## src/rtl/match_timer_pkg.sv

```systemverilog
// constants and carrier types for the 8-bit compare-match timer channel
package match_timer_pkg;

   // ----------------------------------------------------------------
   // field layouts and reset values
   // ----------------------------------------------------------------
   localparam int COUNT_W = 8;
   localparam logic [7:0] COUNT_RESET = 8'h00;
   localparam logic [7:0] COUNT_MAX = 8'hFF;
   localparam logic [7:0] CONST_RESET = 8'hFF;
   localparam logic [1:0] CLEAR_SEL_RESET = 2'h0;
   localparam logic [3:0] OUT_SEL_RESET = 4'h0;

   // ----------------------------------------------------------------
   // counter clear select codes (hi, lo)
   // ----------------------------------------------------------------
   localparam logic [1:0] CLEAR_NONE = 2'h0;
   localparam logic [1:0] CLEAR_ON_A = 2'h1;
   localparam logic [1:0] CLEAR_ON_B = 2'h2;
   localparam logic [1:0] CLEAR_EXT = 2'h3;

   // ----------------------------------------------------------------
   // output action codes, per compare channel
   // ----------------------------------------------------------------
   typedef enum logic [1:0]
   {
      ACT_KEEP = 2'b00,
      ACT_LOW = 2'b01,
      ACT_HIGH = 2'b10,
      ACT_TOGGLE = 2'b11
   } out_action_e;

   // ----------------------------------------------------------------
   // carriers
   // ----------------------------------------------------------------
   typedef struct packed
   {
      logic count_we;
      logic const_a_we;
      logic const_b_we;
      logic [7:0] wdata;
   } write_req_s;

   typedef struct packed
   {
      logic match_a;
      logic match_b;
      logic wrap;
   } irq_flags_s;

endpackage : match_timer_pkg

```

## src/rtl/match_timer.sv

```systemverilog
// one channel of an 8-bit compare-match timer with three interrupt lines
// ------------------------------------------------------------------
// What this block does
// - three sources: match a, match b, wrap
// - match a request: flag and enable, highest
// - match b request: flag and enable, middle
// - wrap request: flag and enable, lowest
// - each request on its own line
// - clear select 01 clears counter on a
// - select 0110: high on a, low b
// - clear-on-a plus 0110 gives autonomous pulses
// - clear beats counter write, write dropped
// - counter write beats increment, increment skipped
// - constant write suppresses that compare match
// - coincident matches resolved by fixed priority
// - priority: toggle, then high, then low
// - increment on falling edge of source
// - select change high to low increments once
// - stopped select is low level
// - internal/external switch may spuriously increment
// - match flag set in last equal state
// - wrap flag set on ff to 00
// ------------------------------------------------------------------
`timescale 1ns/100ps
`default_nettype none

module match_timer
(
   // clock and reset
   input wire logic core_clk,
   input wire logic reset,
   // cpu write port, final-state strobes
   input wire match_timer_pkg::write_req_s write_req,
   // control bits
   input wire logic clear_sel_hi,
   input wire logic clear_sel_lo,
   input wire logic [3:0] output_action_sel,
   input wire logic clk_src_sel_1,
   input wire logic clk_src_sel_0,
   input wire logic [3:0] int_clk_src,
   input wire logic ext_clk_sel,
   input wire logic ext_clk_pin,
   input wire logic ext_reset_pin,
   input wire logic match_a_irq_en,
   input wire logic match_b_irq_en,
   input wire logic wrap_irq_en,
   // software flag clears, one-cycle pulses
   input wire match_timer_pkg::irq_flags_s flag_clear,
   // status
   output logic [7:0] count_value,
   output logic [7:0] time_const_a,
   output logic [7:0] time_const_b,
   output match_timer_pkg::irq_flags_s flags,
   // interrupt requests
   output logic match_a_irq,
   output logic match_b_irq,
   output logic wrap_irq,
   // timer output
   output logic timer_pulse_out
);

   // ---------------------------------------------------------------
   // pin synchronisers
   // ---------------------------------------------------------------
   logic [1:0] ext_clk_sync_reg;
   logic [1:0] ext_rst_sync_reg;

   always_ff @(posedge core_clk)
   begin
      if (reset)
      begin
         ext_clk_sync_reg <= 2'h0;
         ext_rst_sync_reg <= 2'h0;
      end
      else
      begin
         ext_clk_sync_reg <= {ext_clk_sync_reg[0], ext_clk_pin};
         ext_rst_sync_reg <= {ext_rst_sync_reg[0], ext_reset_pin};
      end
   end

   // ---------------------------------------------------------------
   // clock source selection and edge detect
   // ---------------------------------------------------------------
   logic src_level;
   logic src_level_reg;
   logic ext_rst_prev_reg;
   logic count_pulse;
   logic ext_clear;

   always_comb
   begin
      // stopped selection reads as low
      if (ext_clk_sel)
         src_level = ext_clk_sync_reg[1];
      else if ({clk_src_sel_1, clk_src_sel_0} == 2'h0)
         src_level = 1'b0;
      else
         src_level = int_clk_src[{clk_src_sel_1, clk_src_sel_0}];
   end

   always_ff @(posedge core_clk)
   begin
      if (reset)
      begin
         src_level_reg <= 1'b0;
         ext_rst_prev_reg <= 1'b0;
      end
      else
      begin
         src_level_reg <= src_level;
         ext_rst_prev_reg <= ext_rst_sync_reg[1];
      end
   end

   // a source switch from high to low is itself a falling edge
   assign count_pulse = src_level_reg & ~src_level;
   assign ext_clear = ext_rst_sync_reg[1] & ~ext_rst_prev_reg;

   // ---------------------------------------------------------------
   // compare match detect
   // ---------------------------------------------------------------
   logic [1:0] clear_sel;
   logic match_a;
   logic match_b;
   logic wrap;
   logic counter_clear;

   assign clear_sel = {clear_sel_hi, clear_sel_lo};
   // match fires in last equal state, as counter advances
   assign match_a = count_pulse && (count_value == time_const_a)
      && !write_req.const_a_we;
   assign match_b = count_pulse && (count_value == time_const_b)
      && !write_req.const_b_we;
   assign wrap = count_pulse && (count_value == match_timer_pkg::COUNT_MAX)
      && !counter_clear && !write_req.count_we;
   assign counter_clear = (clear_sel == match_timer_pkg::CLEAR_ON_A
      && match_a)
      || (clear_sel == match_timer_pkg::CLEAR_ON_B && match_b)
      || (clear_sel == match_timer_pkg::CLEAR_EXT && ext_clear);

   // ---------------------------------------------------------------
   // counter
   // ---------------------------------------------------------------
   always_ff @(posedge core_clk)
   begin
      if (reset)
         count_value <= match_timer_pkg::COUNT_RESET;
      else if (counter_clear)
         count_value <= match_timer_pkg::COUNT_RESET;
      else if (write_req.count_we)
         count_value <= write_req.wdata;
      else if (count_pulse)
         count_value <= count_value + 8'h01;
   end

   // ---------------------------------------------------------------
   // time constants
   // ---------------------------------------------------------------
   always_ff @(posedge core_clk)
   begin
      if (reset)
      begin
         time_const_a <= match_timer_pkg::CONST_RESET;
         time_const_b <= match_timer_pkg::CONST_RESET;
      end
      else
      begin
         if (write_req.const_a_we)
            time_const_a <= write_req.wdata;
         if (write_req.const_b_we)
            time_const_b <= write_req.wdata;
      end
   end

   // ---------------------------------------------------------------
   // flags, set wins over clear
   // ---------------------------------------------------------------
   always_ff @(posedge core_clk)
   begin
      if (reset)
         flags <= '0;
      else
      begin
         flags.match_a <= match_a
            | (flags.match_a & ~flag_clear.match_a);
         flags.match_b <= match_b
            | (flags.match_b & ~flag_clear.match_b);
         flags.wrap <= wrap | (flags.wrap & ~flag_clear.wrap);
      end
   end

   // ---------------------------------------------------------------
   // interrupt requests, separate lines
   // ---------------------------------------------------------------
   assign match_a_irq = flags.match_a & match_a_irq_en;
   assign match_b_irq = flags.match_b & match_b_irq_en;
   assign wrap_irq = flags.wrap & wrap_irq_en;

   // ---------------------------------------------------------------
   // timer output
   // ---------------------------------------------------------------
   match_timer_pkg::out_action_e act_a;
   match_timer_pkg::out_action_e act_b;
   match_timer_pkg::out_action_e act;
   logic out_next;

   assign act_a = match_timer_pkg::out_action_e'(output_action_sel[1:0]);
   assign act_b = match_timer_pkg::out_action_e'(output_action_sel[3:2]);

   always_comb
   begin
      // coincident: toggle over high over low
      if (match_a && match_b)
      begin
         if (act_a == match_timer_pkg::ACT_TOGGLE
            || act_b == match_timer_pkg::ACT_TOGGLE)
            act = match_timer_pkg::ACT_TOGGLE;
         else if (act_a == match_timer_pkg::ACT_HIGH
            || act_b == match_timer_pkg::ACT_HIGH)
            act = match_timer_pkg::ACT_HIGH;
         else if (act_a == match_timer_pkg::ACT_LOW
            || act_b == match_timer_pkg::ACT_LOW)
            act = match_timer_pkg::ACT_LOW;
         else
            act = match_timer_pkg::ACT_KEEP;
      end
      else if (match_a)
         act = act_a;
      else if (match_b)
         act = act_b;
      else
         act = match_timer_pkg::ACT_KEEP;
      case (act)
         match_timer_pkg::ACT_LOW: out_next = 1'b0;
         match_timer_pkg::ACT_HIGH: out_next = 1'b1;
         match_timer_pkg::ACT_TOGGLE: out_next = ~timer_pulse_out;
         default: out_next = timer_pulse_out;
      endcase
   end

   always_ff @(posedge core_clk)
   begin
      if (reset)
         timer_pulse_out <= 1'b0;
      else
         timer_pulse_out <= out_next;
   end
endmodule : match_timer

`default_nettype wire

```

## config.mk

```make
export PLATFORM = sky130hd
export DESIGN_NAME = match_timer
export DESIGN_NICKNAME = d
export VERILOG_FILES = /design/src/rtl/match_timer_pkg.sv /design/src/rtl/match_timer.sv
export SDC_FILE = /design/constraint.sdc
export NUM_CORES = 1
export LEC_CHECK = 0
export ABC_AREA = 1
export BUFFER_PORTS_ARGS = -buffer_cell sky130_fd_sc_hd__buf_2
export CORE_AREA = 4 4 67 75
export DETAILED_ROUTE_END_ITERATION = 8
export DIE_AREA = 0 0 71 79
export HOLD_SLACK_MARGIN = 0.08
export PLACE_DENSITY = 0.74
export SYNTH_ARGS = -nofsm -noshare
export SYNTH_HDL_FRONTEND = slang
export SYNTH_SLANG_ARGS = --single-unit
```

## constraint.sdc

```tcl
create_clock -name core_clk -period 1.44 [get_ports core_clk]
set_input_delay 0.072 -clock core_clk [delete_from_list [all_inputs] [get_ports core_clk]]
set_output_delay 0.072 -clock core_clk [all_outputs]
set_load 0.03 [all_outputs]
```

==> results of run 1 <==
[metal layers]
metal  track usage, %  share of wire [%]
met5                0                  0
met4             8.27                2.4
met3             4.30                6.7
met2             35.8                 49
met1             23.1                 42
[cell usage in the layout, fill, tap and decap left out, types with 7 or more instances in the layout]
master,Yosys,final
a21oi_1,23,22
a21oi_2,6,7
buf_2,1,63
buf_4,2,24
dfxtp_1,34,15
dfxtp_2,0,14
dlygate4sd3_1,0,16
inv_1,33,32
inv_2,9,9
nand2_1,73,67
nand2_2,2,8
nand3_1,20,17
nor2_1,26,23
o21ai_0,17,16
[how the worst max path moves through the flow]
stage	startpoint	endpoint	slack (ps)
after global placement	count_value[0]	count_value[7]	5
after CTS	count_value[7]	count_value[7]	10
after floorplan	count_value[0]	count_value[6]	-30
final	count_value[4]	count_value[2]	-20
after detailed placement	count_value[0]	count_value[3]	-40
after global routing	count_value[0]	count_value[1]	-110
[kinds of logic after synthesis]
kind of cell | Yosys count
compound gates | 51
xor+xnor | 7
fa+ha+maj | 1
buf+inv | 51
flops | 34
simple gates | 133
[power by group]
| group | switching, mW | internal, mW |
|---|---|---|
| clock network | 0.351 | 0.386 |
| logic | 0.320 | 0.218 |
| registers | 0.0533 | 0.996 |
| total | 0.725 | 1.60 |
[timing repair]
| action | in CTS | in global routing |
|---|---|---|
| hold buffers | 16 | 0 |
| pin swaps | 2 | 11 |
| cloned | 0 | 0 |
| gates resized for setup | 1 | 18 |
| hold endpoints to repair | 25 | 0 |
| setup buffers | 1 | 4 |
| endpoints found under the setup margin | 8 | 10 |
[layout make-up]
type / instances / area, um^2
fillers: 405 / 1530
multi-input cells: 192 / 1020
flip-flops and latches: 34 / 717
repair buffers: 103 / 656
inverters: 43 / 164
clock buffers: 7 / 86.3
well taps: 54 / 67.6
clock inverters: 1 / 5.00
[worst max-delay path, delay by kind of cell, from the launching register on]
| kind | cells | cell delay (ps) |
|---|---|---|
| simple gates | 9 | 880 |
| flops | 1 | 370 |
| compound gates | 1 | 60 |
| buf+inv | 1 | 40 |
==> results.yml, run 1 <==
run_status:
  status: "complete, but fails checks"
  violations: "negative setup slack"
placed_design:
  place_ws_ps: -39.1
  dp_hpwl_um: 3970
  port_buffers: 63
  dpl.cell_count: 405
  place.gp.congestion: 0.902
  place_area_um2: 2380
floorplanning:
  rows: 25
  dieWidth_um: 71
  io_pins: 65
  dieArea_um2: 5610
  start_util_pct: 43.7
  design.core.area_um2: 4250
  die_h_um: 79
global_route:
  grt_pass1_vias: 2059
  grt_max_degree: 16
  grtUsageTotal_pct: 20.1
  grt_pass1_wl_um: 8970
  antenna_found_initial: 0
  grt.overflow.total: 0
synthesis:
  synth_cells: 277
  synth_compound_area_share_pct: 15.9
  yosys_warnings: 0
  synth_cell_type_count: 30
  avgSynthCellArea_um2: 6.72
  synth_fa_ha_area_share_pct: 0.672
  ys_ff_latch: 34
  synth_edf_count: 0
  yosys.area.top_type_share_pct: 36.6
  async_flop_share_pct: 0
  synth.area.mux_share_pct: 0
  synth_top_family_by_area: "simple AND/OR/NAND/NOR gates"
  ys_seq_area_share_pct: 36.6
  synth-simple-area-share_pct: 32.8
  synth.cell_area_um2: 1860
  synthesis.nets: 312
  synthXorXnorAreaFrac_pct: 3.30
  yosys-top-cells-count: "nand2_1 (73), dfxtp_1 (34), inv_1 (33), nor2_1 (26), a21oi_1 (23)"
  ys.flop_type: "dfxtp_1"
  synth_top_cell_by_area: "dfxtp_1"
  netlist_top_cells_area: "dfxtp_1 (37%), nand2_1 (15%), inv_1 (6.7%)"
  synth_most_common_cell: "nand2_1"
layout:
  drive_gt1_share_pct: 41.1
  num_antenna_cells: 0
  post-route-util_pct: 63.9
  area_growth_pct: 46.2
  fin_cells: 434
  nNetsFinal: 414
  final_design_area_no_fill_um2: 2720
  largest_registers: "count_value: 8 flops, time_const_a: 8 flops, time_const_b: 8 flops"
clock_tree:
  cts_sinks: 34
  clock_tree.root_cell: "clkbuf_8"
  numCtsBuffers: 5
  cts_tree: "built"
  htreeDepth: 2
  clk_path_buf_depth: 2
  clk_pin_slew_worst_paths_ps: 70
  clk-insertion-delay-late_ps: 290
run:
  cap_viol_max_count: 0
timing:
  slew_viol_final: 0
  min_period_ps: 1460
  hold_viol_final: 0
  tns_ps: -102
  finClkSkew_ps: 12.1
  finalSetupViolations: 8
  holdWs_ps: 92.4
  worst-slew-pin-transition_ps: 543
  worst_slack_ps: -19.9
  fin_crit_sh_pct: 101
  rsz0062_at_grt: "yes"
  slew_headroom_pct: 63.8
  max_freq_mhz: 685
setup_path:
  reg2regPathDepth: 11
  r2r-start: "count_value[4]"
  cpPeakStageDelay_ps: 370
  crit_type: "flip-flop to flip-flop"
  crit_fanout: 8
  arrival_ps: 1640
  crit_chain: "inv_2 -> nand2_1 -> o21ai_2 -> nor2_2 -> nand3_2 -> nor2_4 -> nand3_2 -> nand2_2 -> nand2_4 -> nand2_8 -> nor2_2"
  rrSetupSlack_ps: -20
  r2r-end: "count_value[2]"
  start_kind: "flip-flop"
  end_kind: "flip-flop"
  slowest_stage: "dfxtp_4"
  worstPathRequired_ps: 1620
route:
  vias: 2060
  drt_pass1_iterations: 4
  drt_iter0_markers: 83
  routed_wl_um: 5380
  drc: 0
  drt-wirelength-per-cell_um: 12.4
  ant_nets: 0
  via_per_inst: 4.75
worst_hold_path:
  hold_depth: 4
  min_from: "output_action_sel[0]"
  worstHoldPathType: "input port to flip-flop"
  hold_end: "timer_pulse_out"
power:
  powerDensity_nw_per_um2: 855
  power_mw: 2.32
  ir_drop_mv: 0.570
  p_leak_nw: 1.39
(Power assumes the default switching activity.)
==> run 2, diff against run 1 <==
SKIP_LAST_GASP = 1   (was not set)
SLEW_MARGIN = 20   (was not set)
==> run 2 against run 1 <==
The run still ends with negative setup slack left. Total power about the same. Routed wire length up 0.20%. Cell count unchanged. Critical endpoint unchanged. Highest routed layer unchanged.
==> results.yml, run 2 (synthesis gave the netlist of run 1 again) <==
placed_design:
  place_ws_ps: -39.1
  dp_hpwl_um: 3970
  port_buffers: 63
  place.gp.congestion: 0.902
power:
  powerDensity_nw_per_um2: 856
  ir_drop_mv: 0.570
  p_leak_nw: 1.39
setup_path:
  reg2regPathDepth: 11
  crit_chain: "inv_2 -> nand2_1 -> o21ai_2 -> nor2_2 -> nand3_2 -> nor2_4 -> nand3_2 -> nand2_2 -> nand2_4 -> nand2_8 -> nor2_2"
  slowest_stage: "dfxtp_4"
  start_kind: "flip-flop"
  end_kind: "flip-flop"
  cpPeakStageDelay_ps: 370
  crit_fanout: 8
  crit_type: "flip-flop to flip-flop"
  worstPathRequired_ps: 1620
  arrival_ps: 1640
clock_tree:
  clock_tree.root_cell: "clkbuf_8"
  numCtsBuffers: 5
  cts_tree: "built"
  clk_path_buf_depth: 2
  cts_sinks: 34
  clk_pin_slew_worst_paths_ps: 70
  clk-insertion-delay-late_ps: 290
  htreeDepth: 2
floorplanning:
  design.core.area_um2: 4250
  io_pins: 65
  dieArea_um2: 5610
  die_h_um: 79
  start_util_pct: 43.7
  rows: 25
  dieWidth_um: 71
layout:
  nNetsFinal: 414
  drive_gt1_share_pct: 40.8
  final_common_cell: "nand2_1"
  layout_common_cells: "nand2_1 (68), buf_2 (63), inv_1 (32)"
  post-route-util_pct: 63.9
  num_antenna_cells: 0
  largest_registers: "count_value: 8 flops, time_const_a: 8 flops, time_const_b: 8 flops"
  area_growth_pct: 46.1
route:
  vias: 2063
  drc: 0
  ant_nets: 0
  via_per_inst: 4.75
  drt_pass1_iterations: 4
  drt-wirelength-per-cell_um: 12.4
  drt_iter0_markers: 89
  routed_wl_um: 5390
timing:
  rsz0062_at_grt: "yes"
  slew_viol_final: 0
  finalSetupViolations: 8
  max_freq_mhz: 684
  fin_crit_sh_pct: 101
  tns_ps: -112
  finClkSkew_ps: 12.1
  hold_viol_final: 0
  worst-slew-pin-transition_ps: 542
  min_period_ps: 1460
  worst_slack_ps: -21.1
  slew_headroom_pct: 63.9
worst_hold_path:
  worstHoldPathType: "input port to flip-flop"
  hold_depth: 4
global_route:
  grt_pass1_wl_um: 8970
  grtUsageTotal_pct: 20.1
  grt.overflow.total: 0
  grt_pass1_vias: 2059
  antenna_found_initial: 0
  grt_max_degree: 16
run_status:
  violations: "negative setup slack"
  status: "complete, but fails checks"
run:
  cap_viol_max_count: 0
==> run 2: cell types whose count changed in the layout (fill, tap and decap cells not counted) <==
| cell | before | now |
|---|---|---|
| nand2_1 | 67 | 68 |
| nand2_2 | 8 | 7 |
==> run 2: worst paths after layout <==
| check | start | endpoint | slack, ps |
|---|---|---|---|
| setup / recovery | count_value[4] | count_value[2] | -20 |
| hold / removal | output_action_sel[0] | timer_pulse_out | 90 |
| setup reg to reg | count_value[4] | count_value[2] | -20 |
| hold reg to reg | ext_clk_sync_reg[0] | ext_clk_sync_reg[1] | 400 |
==> run 2: cell type report <==
class | count | area (um^2)
Clock buffer | 7 | 86.3
Inverter | 43 | 164
Tap cell | 54 | 67.6
Timing Repair Buffer | 103 | 656
Clock inverter | 1 | 5.00
Sequential cell | 34 | 717
Multi-Input combinational cell | 192 | 1020
Fill cell | 406 | 1540
==> run 2: critical path, delay by kind of cell, from the launching register on <==
kind,cells,cell delay [ps]
AOI/OAI and AO/OA,1,60
buffers and inverters,1,40
DFF,1,370
and+or+nand+nor,9,880
==> run 2: through the flow <==
stage / instances / power [mW] / hold WS [ps] / instance area (um^2)
2_1_floorplan: 277 / 1.37 / 179 / 1900
6_report: 434 / 2.32 / 92.6 / 2720
3_5_place_dp: 405 / 1.55 / 283 / 2380
4_1_cts: 430 / 2.33 / 81.5 / 2640
5_1_grt: 434 / 2.45 / 133 / 2720
3_3_place_gp: 405 / 1.54 / 277 / 2380
==> run 2: where the power goes <==
part | total [mW] | switching, mW | internal [mW]
Combinational | 0.538 | 0.320 | 0.218
Sequential | 1.05 | 0.0533 | 0.996
Clock | 0.737 | 0.351 | 0.386
==> run 2: timing repair <==
action,CTS,global route
setup buffers,1,4
gates resized for setup,1,17
endpoints found under the setup margin,8,10
endpoints found under the hold margin,25,0
hold buffers,16,0
cloned,0,0
pin swaps,2,11
==> run 2: layer usage <==
layer / track usage (%) / vias to the layer above / share of wire, %
li1: - / 1072 / -
met2: 35.8 / 71 / 49
met3: 4.30 / 10 / 6.7
met4: 8.27 / 0 / 2.4
met5: 0 / - / 0
met1: 23.1 / 910 / 41
==> run 3, diff against run 2 <==
SKIP_CTS_REPAIR_TIMING = 1   (was not set)
==> run 3 against run 2 <==
The run now ends clean. Non-clock buffer count is 5 lower. Utilization is 0.38 points lower. Critical path depth stayed put. Largest power group unchanged.
==> results.yml, run 3 (synthesis gave the netlist of run 1 again) <==
setup_path:
  crit_fanout: 8
  end_kind: "flip-flop"
  r2r-start: "count_value[4]"
  rrSetupSlack_ps: 10
  arrival_ps: 1610
  crit_type: "flip-flop to flip-flop"
  reg2regPathDepth: 11
  worstPathRequired_ps: 1620
  crit_start: "count_value[4]"
  r2r-end: "count_value[2]"
  start_kind: "flip-flop"
layout:
  layout_common_cells: "nand2_1 (68), buf_2 (63), inv_1 (32)"
  largest_registers: "count_value: 8 flops, time_const_a: 8 flops, time_const_b: 8 flops"
  final_common_cell: "nand2_1"
  final_design_area_no_fill_um2: 2700
  nNetsFinal: 409
  fin_cells: 429
  drive_gt1_share_pct: 42.4
  num_antenna_cells: 0
  area_growth_pct: 45.2
route:
  drc: 0
  routed_wl_um: 5440
  via_per_inst: 4.85
  drt_pass1_iterations: 4
  drt-wirelength-per-cell_um: 12.7
  drt_iter0_markers: 76
  vias: 2081
  ant_nets: 0
clock_tree:
  clock_tree.root_cell: "clkbuf_8"
  cts_sinks: 34
  numCtsBuffers: 5
  clk_pin_slew_worst_paths_ps: 70
  clk_path_buf_depth: 2
  clk-insertion-delay-late_ps: 290
  cts_tree: "built"
  htreeDepth: 2
floorplanning:
  dieArea_um2: 5610
  io_pins: 65
  dieWidth_um: 71
  rows: 25
  die_h_um: 79
  start_util_pct: 43.7
  design.core.area_um2: 4250
global_route:
  grt_pass1_vias: 1959
  grt_pass1_wl_um: 8600
  grt_max_degree: 16
  grt.overflow.total: 0
  antenna_found_initial: 0
  grtUsageTotal_pct: 19.4
placed_design:
  place_area_um2: 2380
  place.gp.congestion: 0.902
  dpl.cell_count: 405
  port_buffers: 63
  dp_hpwl_um: 3970
  place_ws_ps: -39.1
timing:
  slew_headroom_pct: 63.9
  finClkSkew_ps: 13.4
  finalSetupViolations: 0
  slew_viol_final: 0
  worst-slew-pin-transition_ps: 542
  worst_slack_ps: 10.2
  tns_ps: 0
  max_freq_mhz: 699
  hold_viol_final: 0
  min_period_ps: 1430
  fin_crit_sh_pct: 99.3
  rsz0062_at_grt: "yes"
worst_hold_path:
  hold_end: "ext_rst_prev_reg"
  min_from: "reset"
  worstHoldPathType: "input port to flip-flop"
  hold_depth: 2
power:
  powerDensity_nw_per_um2: 862
  p_leak_nw: 1.37
  ir_drop_mv: 0.574
  power_mw: 2.33
run_status:
  status: "finished clean"
run:
  cap_viol_max_count: 0
-- run 3: cell types whose count changed in the layout (fill, tap and decap cells not counted), moves of 2 or more --
cell	change
dlygate4sd3_1	-3
nor2_1	-3
buf_4	-2
nor2_2	+2
-- run 3: final cells by class --
| class | count | area, um^2 |
|---|---|---|
| multi-input cells | 192 | 1050 |
| well taps | 54 | 67.6 |
| inverters | 43 | 164 |
| flip-flops and latches | 34 | 719 |
| repair buffers | 98 | 611 |
| clock inverters | 1 | 5.00 |
| fillers | 406 | 1550 |
| clock buffers | 7 | 86.3 |
-- run 3: worst max-delay path by stage --
stage                           endpoint  slack [ps]  depth (start not counted)
after floorplan           count_value[6]         -30                          7
after global placement    count_value[7]           5                         11
after detailed placement  count_value[3]         -40                         11
after CTS                 count_value[7]         -40                         11
after global routing      count_value[1]        -100                         11
final                     count_value[2]          10                         11
-- run 3: power breakdown --
group	switching (mW)	internal, mW
Sequential	0.0548	0.995
Clock	0.357	0.386
Combinational	0.322	0.213
Total	0.734	1.59
-- run 3: metrics by stage --
step                      util (%)  hold slack [ps]
after floorplan                  -              179
after global placement        55.9              277
after detailed placement      55.9              283
after CTS                     58.1            -22.4
after global routing          63.5             79.8
final                         63.5             63.9
-- run 3: metal layers --
layer	wire length [um]	vias up	global-route usage (%)	part of all wire, %
met4	105	0	7.33	1.9
met1	2220	941	22.1	41
li1	-	1062	-	-
met2	2750	68	34.8	51
met5	0	-	0	0
met3	367	10	4.43	6.8
-- run 3: worst max-delay path, stage by stage, from the launching register on --
cell,delay [ps]
dfxtp_4,370
inv_2,40
nand2_1,60
o21ai_2,60
nor2_2,130
nand3_2,100
nor2_4,160
nand3_2,90
nand2_2,90
nand2_4,70
nand2_8,100
nor2_2,50
